### config.mk
export PLATFORM = sky130hd
export DESIGN_NAME = fifo_and_bit_framing_regs
export DESIGN_NICKNAME = d
export VERILOG_FILES = /design/src/common/fifo_frame_pkg.sv /design/src/rtl/byte_fifo.sv /design/src/rtl/fifo_and_bit_framing_regs.sv
export SDC_FILE = /design/constraint.sdc
export NUM_CORES = 1
export LEC_CHECK = 0
export ABC_CLOCK_PERIOD_IN_PS = 5260
export BUFFER_PORTS_ARGS = -buffer_cell sky130_fd_sc_hd__buf_2
export CAP_MARGIN = 5
export CELL_PAD_IN_SITES_DETAIL_PLACEMENT = 1
export CELL_PAD_IN_SITES_GLOBAL_PLACEMENT = 1
export CORE_ASPECT_RATIO = 1.2
export CORE_MARGIN = 2
export CORE_UTILIZATION = 50
export CTS_CLUSTER_SIZE = 12
export DETAILED_ROUTE_END_ITERATION = 12
export PLACE_DENSITY_LB_ADDON = 0.1
export SYNTH_ARGS = -nofsm -noshare
export SYNTH_HDL_FRONTEND = slang
export SYNTH_SLANG_ARGS = --single-unit
### constraint.sdc
create_clock -name ref_clk -period 5.26 [get_ports ref_clk]
set_input_delay 0.526 -clock ref_clk [delete_from_list [all_inputs] [get_ports ref_clk]]
set_output_delay 0.526 -clock ref_clk [all_outputs]
set_load 0.005 [all_outputs]
### src/common/fifo_frame_pkg.sv
// Shared constants for the FIFO and bit framing register block.
package fifo_frame_pkg;

  // ************************************************************
  // Sizes of the data path.
  // ************************************************************
  localparam int unsigned BYTE_W     = 8;   // Width of one FIFO entry.
  localparam int unsigned FIFO_DEPTH = 64;  // Entries held by the FIFO.
  localparam int unsigned ADDR_W     = 6;   // Width of the register address.
  localparam int unsigned LEVEL_W    = 7;   // Width of the fill count.
  localparam int unsigned WM_W       = 6;   // Width of the watermark value.

  // Fill count at or above which the receive path is held off.
  localparam logic [LEVEL_W-1:0] RX_STOP_LEVEL = 7'h3f;
  // Fill count of a completely full buffer.
  localparam logic [LEVEL_W-1:0] FULL_LEVEL    = 7'h40;

  // ************************************************************
  // Register offsets.
  // ************************************************************
  localparam logic [ADDR_W-1:0] FIFO_DATA_PORT_OFF   = 6'h09;
  localparam logic [ADDR_W-1:0] FIFO_FILL_LEVEL_OFF  = 6'h0a;
  localparam logic [ADDR_W-1:0] FIFO_WATERMARK_OFF   = 6'h0b;
  localparam logic [ADDR_W-1:0] MISC_CONTROL_OFF     = 6'h0c;
  localparam logic [ADDR_W-1:0] BIT_FRAME_ADJUST_OFF = 6'h0d;
  localparam logic [ADDR_W-1:0] BLOCK_STATUS_OFF     = 6'h30;

  // ************************************************************
  // Field positions.
  // ************************************************************
  localparam int unsigned FLUSH_BIT      = 7;  // Flush bit of the level register.
  localparam int unsigned TSTOP_BIT      = 7;  // Timer stop bit of the control register.
  localparam int unsigned TSTART_BIT     = 6;  // Timer start bit of the control register.
  localparam int unsigned SEND_BIT       = 7;  // Send trigger of the framing register.
  localparam int unsigned RX_OFFSET_LSB  = 4;  // Low bit of the receive alignment field.
  localparam int unsigned TX_TAIL_LSB    = 0;  // Low bit of the transmit tail field.
  localparam int unsigned ST_OVFL_BIT    = 2;  // Overflow flag in the status register.
  localparam int unsigned ST_HIGH_BIT    = 1;  // High alert in the status register.
  localparam int unsigned ST_LOW_BIT     = 0;  // Low alert in the status register.

  // ************************************************************
  // Reset values.
  // ************************************************************
  localparam logic [WM_W-1:0]   WATERMARK_RESET = 6'h08;
  localparam logic [BYTE_W-1:0] MISC_RSVD_VALUE = 8'h10;
  localparam logic [2:0]        FIELD3_RESET    = 3'h0;

endpackage

### src/rtl/byte_fifo.sv
// Parameterised first-in first-out buffer held in flip-flops.
`timescale 1ns/1ps

module byte_fifo #(
  parameter int unsigned WIDTH = 8,
  parameter int unsigned DEPTH = 8
) (
  input  wire logic                         ref_clk,
  input  wire logic                         rst_b,
  input  wire logic                         flush,
  input  wire logic                         in_valid,
  output logic                              in_ready,
  input  wire logic [WIDTH-1:0]             in_data,
  output logic                              out_valid,
  input  wire logic                         out_ready,
  output logic [WIDTH-1:0]                  out_data,
  output logic [$clog2(DEPTH+1)-1:0]        count
);

  localparam int unsigned PTR_W = $clog2(DEPTH);
  localparam int unsigned CNT_W = $clog2(DEPTH+1);
  localparam logic [CNT_W-1:0] FULL_CNT = CNT_W'(DEPTH);
  localparam logic [PTR_W-1:0] LAST_PTR = PTR_W'(DEPTH - 1);

  logic [WIDTH-1:0] mem_q [DEPTH];  // Storage cells.
  logic [PTR_W-1:0] wr_ptr_q;       // Next cell to write.
  logic [PTR_W-1:0] rd_ptr_q;       // Oldest cell.
  logic [CNT_W-1:0] count_q;        // Entries held.
  logic             push;           // Entry accepted this cycle.
  logic             pop;            // Entry removed this cycle.

  // Advances a pointer and wraps it at the end of the storage.
  function automatic logic [PTR_W-1:0] bump(input logic [PTR_W-1:0] p);
    bump = (p == LAST_PTR) ? '0 : p + 1'b1;
  endfunction

  assign in_ready  = (count_q != FULL_CNT);
  assign out_valid = (count_q != '0);
  assign out_data  = mem_q[rd_ptr_q];
  assign count     = count_q;
  assign push      = in_valid && in_ready;
  assign pop       = out_valid && out_ready;

  // Storage is written only on an accepted entry.
  always_ff @(posedge ref_clk) begin
    if (push) begin
      mem_q[wr_ptr_q] <= in_data;
    end
  end

  // Pointers and count; a flush empties the buffer at once.
  always_ff @(posedge ref_clk) begin
    if (!rst_b || flush) begin
      wr_ptr_q <= '0;
      rd_ptr_q <= '0;
      count_q  <= '0;
    end else begin
      if (push) begin
        wr_ptr_q <= bump(wr_ptr_q);
      end
      if (pop) begin
        rd_ptr_q <= bump(rd_ptr_q);
      end
      if (push && !pop) begin
        count_q <= count_q + 1'b1;
      end else if (pop && !push) begin
        count_q <= count_q - 1'b1;
      end
    end
  end

endmodule

### src/rtl/fifo_and_bit_framing_regs.sv
// Host registers around the 64-byte FIFO, timer pulses and bit framing fields.
`timescale 1ns/1ps

module fifo_and_bit_framing_regs
  import fifo_frame_pkg::*;
(
  input  wire logic                ref_clk,
  input  wire logic                rst_b,
  input  wire logic [ADDR_W-1:0]   reg_addr,
  input  wire logic [BYTE_W-1:0]   reg_wdata,
  input  wire logic                reg_wr,
  input  wire logic                reg_rd,
  output logic [BYTE_W-1:0]        reg_rdata,
  input  wire logic                rx_valid,
  output logic                     rx_ready,
  input  wire logic [BYTE_W-1:0]   rx_byte,
  output logic                     tx_valid,
  input  wire logic                tx_ready,
  output logic [BYTE_W-1:0]        tx_byte,
  input  wire logic                rx_tail_load,
  input  wire logic [2:0]          rx_tail_bits,
  input  wire logic                transceive_active,
  output logic                     send_trigger,
  output logic                     timer_start_pulse,
  output logic                     timer_stop_pulse,
  output logic [2:0]               rx_bit_offset,
  output logic [2:0]               tx_tail_bit_count,
  output logic                     high_alert,
  output logic                     low_alert,
  output logic                     overflow_error
);

  // ************************************************************
  // Register strobes.
  // ************************************************************

  logic wr_data;    // Host write to the data port.
  logic rd_data;    // Host read of the data port.
  logic wr_level;   // Host write to the fill level register.
  logic wr_wm;      // Host write to the watermark register.
  logic wr_misc;    // Host write to the control register.
  logic wr_frame;   // Host write to the framing register.
  logic flush;      // Flush requested in this cycle.

  assign wr_data  = reg_wr && (reg_addr == FIFO_DATA_PORT_OFF);
  assign rd_data  = reg_rd && (reg_addr == FIFO_DATA_PORT_OFF);
  assign wr_level = reg_wr && (reg_addr == FIFO_FILL_LEVEL_OFF);
  assign wr_wm    = reg_wr && (reg_addr == FIFO_WATERMARK_OFF);
  assign wr_misc  = reg_wr && (reg_addr == MISC_CONTROL_OFF);
  assign wr_frame = reg_wr && (reg_addr == BIT_FRAME_ADJUST_OFF);
  assign flush    = wr_level && reg_wdata[FLUSH_BIT];

  // ************************************************************
  // Buffer and its feed.
  // ************************************************************

  logic [LEVEL_W-1:0] fifo_count;   // Bytes inside the storage.
  logic               fifo_in_rdy;  // Storage can accept a byte.
  logic               fifo_out_vld; // Storage holds a byte.
  logic [BYTE_W-1:0]  fifo_head;    // Oldest stored byte.
  logic               push_valid;   // A byte is offered to the storage.
  logic [BYTE_W-1:0]  push_byte;    // Byte offered to the storage.
  logic               pop_req;      // A byte is taken from the storage.
  logic               rx_take;      // Receive path hands over a byte.
  logic               host_room;    // A host byte fits into the buffer.
  logic               host_keep;    // Host byte is kept, not discarded.
  logic               tx_load;      // Transmit stage takes the head byte.
  logic [LEVEL_W-1:0] level_d;      // Fill count after this cycle.

  logic               pend_q;       // Host byte waiting to enter storage.
  logic               pend_d;
  logic [BYTE_W-1:0]  pend_byte_q;  // The waiting host byte.
  logic [LEVEL_W-1:0] level_q;      // Fill count seen by the host.
  logic               rx_ready_q;   // Registered receive ready.
  logic               tx_valid_q;   // Transmit stage holds a byte.
  logic [BYTE_W-1:0]  tx_byte_q;    // Byte in the transmit stage.
  logic               tx_run_q;     // Transmission is draining the buffer.
  logic               ovfl_q;       // Host wrote into a full buffer.
  logic               high_q;       // High alert flag.
  logic               low_q;        // Low alert flag.

  // One storage serves both directions as the serial staging buffer.
  byte_fifo #(
    .WIDTH (BYTE_W),
    .DEPTH (FIFO_DEPTH)
  ) u_store (
    .ref_clk   (ref_clk),
    .rst_b     (rst_b),
    .flush     (flush),
    .in_valid  (push_valid),
    .in_ready  (fifo_in_rdy),
    .in_data   (push_byte),
    .out_valid (fifo_out_vld),
    .out_ready (pop_req),
    .out_data  (fifo_head),
    .count     (fifo_count)
  );

  // The receive path only hands over when ready was raised a cycle ago.
  assign rx_take = rx_valid && rx_ready_q;

  // Host bytes beyond 64 are dropped instead of being queued.
  assign host_room = (level_q < FULL_LEVEL) || rd_data;
  assign host_keep = wr_data && (level_q < FULL_LEVEL);

  // A receive byte goes first; a clashing host byte waits one cycle.
  always_comb begin
    push_valid = 1'b0;
    push_byte  = rx_byte;
    if (rx_take) begin
      push_valid = 1'b1;
      push_byte  = rx_byte;
    end else if (pend_q) begin
      push_valid = 1'b1;
      push_byte  = pend_byte_q;
    end else if (host_keep) begin
      push_valid = 1'b1;
      push_byte  = reg_wdata;
    end
  end

  // A host byte parks when it collides with a receive byte or a parked one.
  assign pend_d = !flush && host_keep && (rx_take || pend_q);

  // The transmit stage refills only when the host is not popping.
  assign tx_load = tx_run_q && fifo_out_vld && !rd_data && (!tx_valid_q || tx_ready);
  assign pop_req = (rd_data && fifo_out_vld) || tx_load;

  // Fill count after the pushes and pops of this cycle.
  always_comb begin
    level_d = level_q;
    if (flush) begin
      level_d = '0;
    end else begin
      if (rx_take) begin
        level_d = level_d + 1'b1;
      end
      if (host_keep) begin
        level_d = level_d + 1'b1;
      end
      if (pop_req) begin
        level_d = level_d - 1'b1;
      end
    end
  end

  // Holds the parked host byte.
  always_ff @(posedge ref_clk) begin
    if (!rst_b) begin
      pend_q      <= 1'b0;
      pend_byte_q <= 8'h00;
    end else begin
      pend_q <= pend_d;
      if (pend_d) begin
        pend_byte_q <= reg_wdata;
      end
    end
  end

  // Fill count; a read from an empty buffer leaves it at zero.
  always_ff @(posedge ref_clk) begin
    if (!rst_b) begin
      level_q <= '0;
    end else begin
      level_q <= level_d;
    end
  end

  // Receive ready drops early enough to leave room for one host byte.
  always_ff @(posedge ref_clk) begin
    if (!rst_b) begin
      rx_ready_q <= 1'b0;
    end else begin
      rx_ready_q <= !pend_d && (level_d < RX_STOP_LEVEL) && fifo_in_rdy;
    end
  end

  // ************************************************************
  // Transmit stage.
  // ************************************************************

  // Output stage toward the serial transmitter.
  always_ff @(posedge ref_clk) begin
    if (!rst_b || flush) begin
      tx_valid_q <= 1'b0;
      tx_byte_q  <= 8'h00;
    end else if (tx_load) begin
      tx_valid_q <= 1'b1;
      tx_byte_q  <= fifo_head;
    end else if (tx_ready) begin
      tx_valid_q <= 1'b0;
    end
  end

  // Drain runs from an accepted send trigger until the buffer is empty.
  always_ff @(posedge ref_clk) begin
    if (!rst_b || flush) begin
      tx_run_q <= 1'b0;
    end else if (wr_frame && reg_wdata[SEND_BIT] && transceive_active) begin
      tx_run_q <= 1'b1;
    end else if ((fifo_count == '0) && !pend_q) begin
      tx_run_q <= 1'b0;
    end
  end

  // ************************************************************
  // Flags and alerts.
  // ************************************************************

  // Overflow flag; a new overflow wins over a flush in the same cycle.
  always_ff @(posedge ref_clk) begin
    if (!rst_b) begin
      ovfl_q <= 1'b0;
    end else if (wr_data && !host_room) begin
      ovfl_q <= 1'b1;
    end else if (flush) begin
      ovfl_q <= 1'b0;
    end
  end

  // Compares a byte count with the watermark.
  function automatic logic within_mark(input logic [LEVEL_W-1:0] n,
                                       input logic [WM_W-1:0]    wm);
    within_mark = (n <= {1'b0, wm});
  endfunction

  logic [WM_W-1:0] wm_q;  // Programmed watermark value.
  logic [WM_W-1:0] wm_d;  // Watermark after this cycle.

  assign wm_d = wr_wm ? reg_wdata[WM_W-1:0] : wm_q;

  // Watermark register.
  always_ff @(posedge ref_clk) begin
    if (!rst_b) begin
      wm_q <= WATERMARK_RESET;
    end else begin
      wm_q <= wm_d;
    end
  end

  // Alerts track the fill count and watermark of the same cycle.
  always_ff @(posedge ref_clk) begin
    if (!rst_b) begin
      high_q <= 1'b0;
      low_q  <= 1'b1;
    end else begin
      high_q <= within_mark(FULL_LEVEL - level_d, wm_d);
      low_q  <= within_mark(level_d, wm_d);
    end
  end

  // ************************************************************
  // Control and framing fields.
  // ************************************************************

  logic       tstart_q;   // Timer start pulse.
  logic       tstop_q;    // Timer stop pulse.
  logic       send_q;     // Send trigger pulse.
  logic [2:0] rx_tail_q;  // Valid bits of the last received byte.
  logic [2:0] rx_off_q;   // Receive bit alignment.
  logic [2:0] tx_tail_q;  // Bits sent of the final byte.

  // One-cycle pulses from the write-only bits.
  always_ff @(posedge ref_clk) begin
    if (!rst_b) begin
      tstart_q <= 1'b0;
      tstop_q  <= 1'b0;
      send_q   <= 1'b0;
    end else begin
      tstop_q  <= wr_misc && reg_wdata[TSTOP_BIT];
      tstart_q <= wr_misc && reg_wdata[TSTART_BIT];
      send_q   <= wr_frame && reg_wdata[SEND_BIT] && transceive_active;
    end
  end

  // Last received byte status, loaded by the receiver.
  always_ff @(posedge ref_clk) begin
    if (!rst_b) begin
      rx_tail_q <= FIELD3_RESET;
    end else if (rx_tail_load) begin
      rx_tail_q <= rx_tail_bits;
    end
  end

  // Framing fields written by the host.
  always_ff @(posedge ref_clk) begin
    if (!rst_b) begin
      rx_off_q  <= FIELD3_RESET;
      tx_tail_q <= FIELD3_RESET;
    end else if (wr_frame) begin
      rx_off_q  <= reg_wdata[RX_OFFSET_LSB +: 3];
      tx_tail_q <= reg_wdata[TX_TAIL_LSB +: 3];
    end
  end

  // ************************************************************
  // Read data.
  // ************************************************************

  logic [BYTE_W-1:0] rdata_q;  // Read data for the cycle after a read.
  logic [BYTE_W-1:0] rdata_d;

  // Selects the read value; write-only bits and unmapped space read zero.
  always_comb begin
    rdata_d = 8'h00;
    if (reg_rd) begin
      unique case (reg_addr)
        FIFO_DATA_PORT_OFF: begin
          rdata_d = fifo_out_vld ? fifo_head : 8'h00;
        end
        FIFO_FILL_LEVEL_OFF: begin
          rdata_d = {1'b0, level_q};
        end
        FIFO_WATERMARK_OFF: begin
          rdata_d = {2'b00, wm_q};
        end
        MISC_CONTROL_OFF: begin
          rdata_d = MISC_RSVD_VALUE | {5'h00, rx_tail_q};
        end
        BIT_FRAME_ADJUST_OFF: begin
          rdata_d = {1'b0, rx_off_q, 1'b0, tx_tail_q};
        end
        BLOCK_STATUS_OFF: begin
          rdata_d[ST_OVFL_BIT] = ovfl_q;
          rdata_d[ST_HIGH_BIT] = high_q;
          rdata_d[ST_LOW_BIT]  = low_q;
        end
        default: begin
          rdata_d = 8'h00;
        end
      endcase
    end
  end

  // Read data stand only in the cycle after the read strobe.
  always_ff @(posedge ref_clk) begin
    if (!rst_b) begin
      rdata_q <= 8'h00;
    end else begin
      rdata_q <= rdata_d;
    end
  end

  // ************************************************************
  // Outputs.
  // ************************************************************

  assign reg_rdata         = rdata_q;
  assign rx_ready          = rx_ready_q;
  assign tx_valid          = tx_valid_q;
  assign tx_byte           = tx_byte_q;
  assign send_trigger      = send_q;
  assign timer_start_pulse = tstart_q;
  assign timer_stop_pulse  = tstop_q;
  assign rx_bit_offset     = rx_off_q;
  assign tx_tail_bit_count = tx_tail_q;
  assign high_alert        = high_q;
  assign low_alert         = low_q;
  assign overflow_error    = ovfl_q;

endmodule

==> results of run 1 <==
==> metal layers <==
layer | vias to the layer above | part of all wire
li1 | 5535 | -
met1 | 6639 | 0.41
met2 | 360 | 0.51
met3 | 110 | 0.048
met4 | 0 | 0.037
met5 | - | 0
==> final timing paths <==
check | from | end | slack, ns
max reg2reg | rx_ready | high_alert | 0.71
min | rx_tail_bits[0] | rx_tail_q[0] | 0.17
min reg2reg | pend_byte_q[3] | pend_byte_q[3] | 0.48
max | rx_ready | high_alert | 0.71
==> layout make-up <==
class / instances / area, um^2
Inverter: 9 / 33.78
Clock inverter: 18 / 120.1
Clock buffer: 80 / 1577
Timing Repair Buffer: 111 / 728.2
Sequential cell: 593 / 17010
Multi-Input combinational cell: 655 / 6889
Tap cell: 630 / 788.3
Fill cell: 4271 / 20640
==> sequential cells by signal (all words and copies together), names as in the netlist, 6 cells and up, named ones only <==
register,flops
u_store.count,7
level_q,7
u_store.wr_ptr_q,6
pend_byte_q,8
tx_byte,8
reg_rdata,8
u_store.rd_ptr_q,6
u_store.mem_q,512
wm_q,6
==> through the flow <==
| step | setup WS, ns | hold WS (ns) | utilization |
|---|---|---|---|
| 6_report | 0.7121 | 0.1726 | 0.5680 |
| 5_1_grt | 0.3099 | 0.1833 | 0.5680 |
| 4_1_cts | 0.7340 | 0.1448 | 0.5680 |
| 3_5_place_dp | 0.5499 | 0.4775 | 0.5325 |
| 3_3_place_gp | 0.7704 | 0.4586 | 0.5320 |
| 2_1_floorplan | 1.420 | 0.4412 | - |
==> cell usage in the layout (no fill, tap or decap), types with 5 or more instances in the layout <==
master | Yosys | routed
edfxtp_1 | 512 | 512
mux4_2 | 160 | 160
nor2_1 | 115 | 115
dfxtp_1 | 81 | 78
buf_2 | 9 | 62
clkbuf_16 | 0 | 60
nand2_1 | 48 | 48
buf_4 | 0 | 45
mux2i_1 | 35 | 35
nor2b_1 | 23 | 23
ha_1 | 23 | 23
a21oi_1 | 30 | 22
o22ai_1 | 21 | 21
clkbuf_1 | 36 | 20
nand3_1 | 17 | 17
a22oi_1 | 17 | 17
xnor2_1 | 16 | 16
xor2_1 | 14 | 14
o21ai_0 | 11 | 11
and2_1 | 10 | 10
clkinv_1 | 0 | 10
nand3b_1 | 9 | 9
inv_1 | 9 | 9
a21oi_4 | 1 | 9
and3_1 | 8 | 8
nand4_1 | 8 | 8
a21boi_0 | 8 | 8
or3_1 | 5 | 5
o21a_1 | 5 | 5
==> logic make-up (layout without fill, tap and decap cells) <==
family	count (synthesis)	in the layout	share of synthesized area
simple gates	279	279	0.05851
xor+xnor	31	31	0.01159
fa+ha+maj	24	24	0.01278
buf+inv	73	218	0.01185
mux	196	196	0.1647
flops	593	593	0.7058
compound gates	125	125	0.03481
==> power breakdown <==
group | switching (mW) | internal, mW
sequential | 0.0314 | 5.17
clock | 1.69 | 2.12
combinational | 0.339 | 0.193
total | 2.06 | 7.48
==> synth_stat cells (5+ instances only) <==
| library cell | n | share of area |
|---|---|---|
| buf_2 | 9 | 0.0019 |
| nand3_1 | 17 | 0.0035 |
| nand4_1 | 8 | 0.0021 |
| a21boi_0 | 8 | 0.0025 |
| xor2_1 | 14 | 0.0051 |
| nor2b_1 | 23 | 0.0060 |
| o22ai_1 | 21 | 0.0055 |
| nor2_1 | 115 | 0.018 |
| and2_1 | 10 | 0.0026 |
| and3_1 | 8 | 0.0021 |
| o21ai_0 | 11 | 0.0023 |
| inv_1 | 9 | 0.0014 |
| mux4_2 | 160 | 0.15 |
| buf_1 | 19 | 0.0030 |
| ha_1 | 23 | 0.012 |
| mux2i_1 | 35 | 0.015 |
| nand3b_1 | 9 | 0.0028 |
| dfxtp_1 | 81 | 0.067 |
| o21a_1 | 5 | 0.0016 |
| edfxtp_1 | 512 | 0.64 |
| clkbuf_1 | 36 | 0.0056 |
| xnor2_1 | 16 | 0.0058 |
| or3_1 | 5 | 0.0013 |
| a22oi_1 | 17 | 0.0053 |
| a21oi_1 | 30 | 0.0062 |
| nand2_1 | 48 | 0.0075 |
==> worst min-delay path: stages <==
cell,delay (ns)
buf_2,0.08
mux2i_1,0.06
nor2b_1,0.10
==> metrics.yaml, run 1 <==
power_and_ir_drop:
  powerDensity_nw_per_um2: 351.7
  vdd_ir_drop_max_mv: 0.2530
  p_leak_nw: 8.543
  finalPower_mw: 9.544
worst_setup_path:
  cp_common_cell: "o21a_1"
  critPathKind: "flip-flop to flip-flop"
  cpPeakStageDelay_ns: 0.43
  worstPathRequired_ns: 5.81
  r2r_cells: 18
  cp.depth: 18
  critical-path-top-delay-family: "compound AO/OA/AOI/OAI gates"
  cp_cell_sequence: "nand2_1 > xnor2_1 > ha_1 > mux2i_1 > ha_1 > inv_1 > a211oi_1 > xor2_1 > nor2_1 > xnor2_1 > ha_1 > o21a_1 > o21a_1 > o21a_1 > o21a_1 > o22ai_1 > o2111ai_1 > mux2i_1"
  crit_buf_inv: 1
  start_kind: "flip-flop"
  worst_setup_path_end_kind: "flip-flop"
  crit_fanout: 11
  critPathSlowestCell: "xnor2_1"
  crit_arrival_ns: 5.09
sta:
  rsz0062_at_grt: "false"
  period_needed_ns: 4.548
  setup_tns_ns: 0
  fmax_mhz: 219.9
  setup_viol_count_final: 0
  finalCritPeriodShare: 0.8646
  fin_skew_ns: 0.01823
  hold_viol_final: 0
  tightest_slew_ns: 1.333
  drv_slew: 0
  relSlewSlack: 0.1095
detailed_routing:
  drt_first_pass_iters: 5
  via_per_inst: 6.032
  drt_iter0_drc: 933
  vias: 12644
  wl_per_cell_um: 28.22
  drc_errors: 0
  ant_nets: 0
  wirelength_mm: 59.15
floorplan:
  start_util: 0.5039
  fp-row-count: 88
  core_area_um2: 47790
  die_x_um: 204.3
  die-area_um2: 49940
  chipHeight_um: 244.4
  io_pins: 63
global_route:
  grt_util_met2: 0.4093
  gr-total-overflow: 0
  grt_max_degree: 65
  use_met1: 0.3163
  grt_pass1_vias: 13464
  globalRoute.busiestLayer: "met2"
  grt_pass1_wl_mm: 88.53
  grtUsageMet3: 0.04278
  track_usage: 0.2434
  antenna_found_initial: 0
cts:
  cts_resized: 0
  cts_setup_buffers: 0
  clkTransAtPathRegs_ns: 0.06
  cts_tree: "done"
  h-tree-depth: 2
  clk_latency_ns: 0.62
  cts_buffer_depth: 3
  cts_hold_buffers: 0
  clockRootBuffer: "clkbuf_16"
  cts_buffers: 59
  cts.sinks: 593
synth:
  synthFlopType: "edfxtp_1"
  seq_area_frac_synth: 0.7058
  ys_types: 69
  synth_area_um2: 24080
  avgSynthCellArea_um2: 18.23
  syn_inst: 1321
  yosys_warnings: 0
  yosys_register_bits: 593
  syn-num-nets: 1378
  synth_edf_count: 512
  synthArstFlopShare: 0
place:
  io_buffers: 62
  place_hpwl_mm: 39.13
  placed_cells: 1998
  post_dp_cell_area_um2: 25440
  gp_congestion: 0.8465
layout:
  fin_nets: 1486
  antenna_cells: 0
  fin_cells: 2096
  syn2layout_area_growth_pct: 12.71
  finalInstanceArea_um2: 27140
  drive_gt1_frac: 0.2517
run_status:
  status: "complete, no violations"
hold_path:
  hp-class: "primary input to flip-flop"
  whs_path_depth: 3
flow_run:
  drv_cap: 0
Note: power is estimated with default switching activity, not from simulation.
==> run 2, diff against run 1 <==
--- a/config.mk
+++ b/config.mk
@@ -11,8 +11,8 @@
 export CELL_PAD_IN_SITES_DETAIL_PLACEMENT = 1
 export CELL_PAD_IN_SITES_GLOBAL_PLACEMENT = 1
 export CORE_ASPECT_RATIO = 1.2
-export CORE_MARGIN = 2
-export CORE_UTILIZATION = 50
+export CORE_MARGIN = 4
+export CORE_UTILIZATION = 47
 export CTS_CLUSTER_SIZE = 12
 export DETAILED_ROUTE_END_ITERATION = 12
 export PLACE_DENSITY_LB_ADDON = 0.1
==> constraint.sdc (replaced) <==
create_clock -name ref_clk -period 5.26 [get_ports ref_clk]
set_input_delay 0 -clock ref_clk [delete_from_list [all_inputs] [get_ports ref_clk]]
set_output_delay 0 -clock ref_clk [all_outputs]
set_load 0.005 [all_outputs]
==> metrics.yaml, run 2 (synthesis gave the netlist of run 1 again) <==
run_status:
  status: "complete, no violations"
global_route:
  grt_pass1_wl_mm: 89.96
  grt_max_degree: 99
  track_usage: 0.2187
  antenna_found_initial: 0
  gr-total-overflow: 0
  grt_pass1_vias: 13550
worst_setup_path:
  critPathKind: "flip-flop to flip-flop"
  worstReg2RegEnd: "high_alert"
  cpPeakStageDelay_ns: 0.42
  rrSetupSlack_ns: 0.85
  critical-path-top-delay-family: "compound AO/OA/AOI/OAI gates"
  worst_setup_path_end_kind: "flip-flop"
  crit_arrival_ns: 4.94
  start_kind: "flip-flop"
  crit_start: "rx_ready"
  crit_fanout: 11
  cp.depth: 18
  r2r_cells: 18
  cp_common_cell: "o21a_1"
  r2r-start: "rx_ready"
  cp_cell_sequence: "nand2_1 > xnor2_1 > ha_1 > mux2i_1 > ha_1 > inv_1 > a211oi_1 > xor2_1 > nor2_1 > xnor2_1 > ha_1 > o21a_1 > o21a_1 > o21a_1 > o21a_1 > o22ai_1 > o2111ai_1 > mux2i_1"
  worstPathRequired_ns: 5.79
  critPathSlowestCell: "dfxtp_1"
  crit_buf_inv: 1
layout:
  antenna_cells: 0
  fin_nets: 1501
  fillers: 4502
  drive_gt1_frac: 0.2403
  largest_reg_flops: 512
  regMostFlops: "u_store.mem_q"
  multi_input_area_um2: 6889
  most-common-layout-cells: "edfxtp_1, mux4_2, nor2_1, dfxtp_1"
  fin_cells: 2134
  finalInstanceArea_um2: 27540
  syn2layout_area_growth_pct: 14.35
  final_common_cell: "edfxtp_1"
  seq_area_um2: 17010
hold_path:
  hold_end: "u_store.mem_q[26][4]"
  hp-class: "primary input to flip-flop"
  holdCritStartpoint: "rx_byte[4]"
  whs_path_depth: 3
power_and_ir_drop:
  p_comb_frac: 0.056
  vdd_ir_drop_max_mv: 0.2785
  sequentialPowerShare: 0.528
  finalPower_mw: 9.847
  p_leak_nw: 8.708
  switchingPower_mw: 2.106
  pwr-share-clk: 0.416
  powerDensity_nw_per_um2: 357.6
  p_int_mw: 7.741
  power_switching_share: 0.2139
sta:
  drv_slew: 0
  tightest_slew_ns: 1.250
  setup_tns_ns: 0
  rsz0062_at_grt: "false"
  relSlewSlack: 0.1667
  finalCritPeriodShare: 0.8388
  setup_viol_count_final: 0
  period_needed_ns: 4.412
  fmax_mhz: 226.7
  fin_skew_ns: 0.01220
  hold_viol_final: 0
cts:
  h-tree-depth: 2
  cts_buffers: 60
  cts_buffer_depth: 3
  cts_setup_buffers: 0
  cts_resized: 0
  cts_tree: "done"
  clkTransAtPathRegs_ns: 0.06
  clk_latency_ns: 0.62
  cts.sinks: 593
  clockRootBuffer: "clkbuf_16"
floorplan:
  die_x_um: 214.6
  start_util: 0.4773
  io_pins: 63
  fp-row-count: 90
  die-area_um2: 54940
  core_area_um2: 50450
  chipHeight_um: 256.0
detailed_routing:
  wl_per_cell_um: 28.00
  drt_iter0_drc: 1029
  ant_nets: 0
  via_per_inst: 5.955
  wirelength_mm: 59.75
  vias: 12707
  drc_errors: 0
  drt_first_pass_iters: 7
place:
  gp_congestion: 0.8221
  io_buffers: 62
  post_dp_cell_area_um2: 25230
  placed_cells: 1984
  place_hpwl_mm: 38.37
flow_run:
  drv_cap: 0
[run 2: cell count changes in the layout (fill, tap and decap cells not counted), sizes merged]
| cell | before | now |
|---|---|---|
| inv | 10 | 11 |
| clkbuf | 80 | 95 |
| clkinvlp | 1 | 0 |
| bufinv | 1 | 2 |
| dlygate4sd3 | 0 | 41 |
| buf | 111 | 84 |
| clkinv | 15 | 9 |
[run 2: metal layers]
metal	track usage	part of all wire	wire, um	vias to the layer above
met1	0.2912	0.42	25070	6741
li1	-	-	-	5574
met2	0.3768	0.51	30540	294
met5	0	0	0	-
met4	0.06341	0.028	1694	0
met3	0.03396	0.041	2451	98
[run 2: timing repair]
action / CTS / global route
endpoints found under the hold margin: 50 / 0
hold buffers: 41 / 0
setup endpoints to repair: 0 / 0
[run 2: power by group through the flow]
| stage | Sequential (mW) | Clock, mW | Combinational (mW) |
|---|---|---|---|
| after global placement | 5.30 | 0 | 0.516 |
| after detailed placement | 5.30 | 0 | 0.532 |
| after floorplan | 5.29 | 0 | 0.339 |
| final | 5.20 | 4.10 | 0.548 |
| after CTS | 5.20 | 4.19 | 0.553 |
| after global routing | 5.20 | 4.40 | 0.601 |
[run 2: worst max-delay path by stage]
stage	slack, ns	endpoint
5_1_grt	0.42	high_alert
3_5_place_dp	0.89	high_alert
3_3_place_gp	1.07	high_alert
4_1_cts	0.83	high_alert
6_report	0.85	high_alert
2_1_floorplan	1.59	high_alert
[run 2: final cells by class]
type	instances	share of cell area
Clock inverter	13	0.004544
Tap cell	644	0.02926
Clock buffer	95	0.06370
Inverter	9	0.001227
Timing Repair Buffer	125	0.03353
Sequential cell	593	0.6175
Multi-Input combinational cell	655	0.2502
[run 2: worst reg2reg max path: stages, from the launching register on]
cell and delay, ns:
dfxtp_1 0.42, nand2_1 0.35, xnor2_1 0.40, ha_1 0.30, mux2i_1 0.21, ha_1 0.18
inv_1 0.04, a211oi_1 0.34, xor2_1 0.37, nor2_1 0.12, xnor2_1 0.15, ha_1 0.29
o21a_1 0.11, o21a_1 0.16, o21a_1 0.17, o21a_1 0.17, o22ai_1 0.21, o2111ai_1 0.14
mux2i_1 0.19
[run 2: metrics by stage]
step                      setup slack (ns)  hold WS (ns)    util
after floorplan                      1.586        0.1459       -
after global placement               1.066        0.2585  0.5001
after detailed placement            0.8875        0.2797  0.5001
after CTS                           0.8349       0.08619  0.5454
after global routing                0.4247       0.08281  0.5458
final                               0.8479       0.09535  0.5458
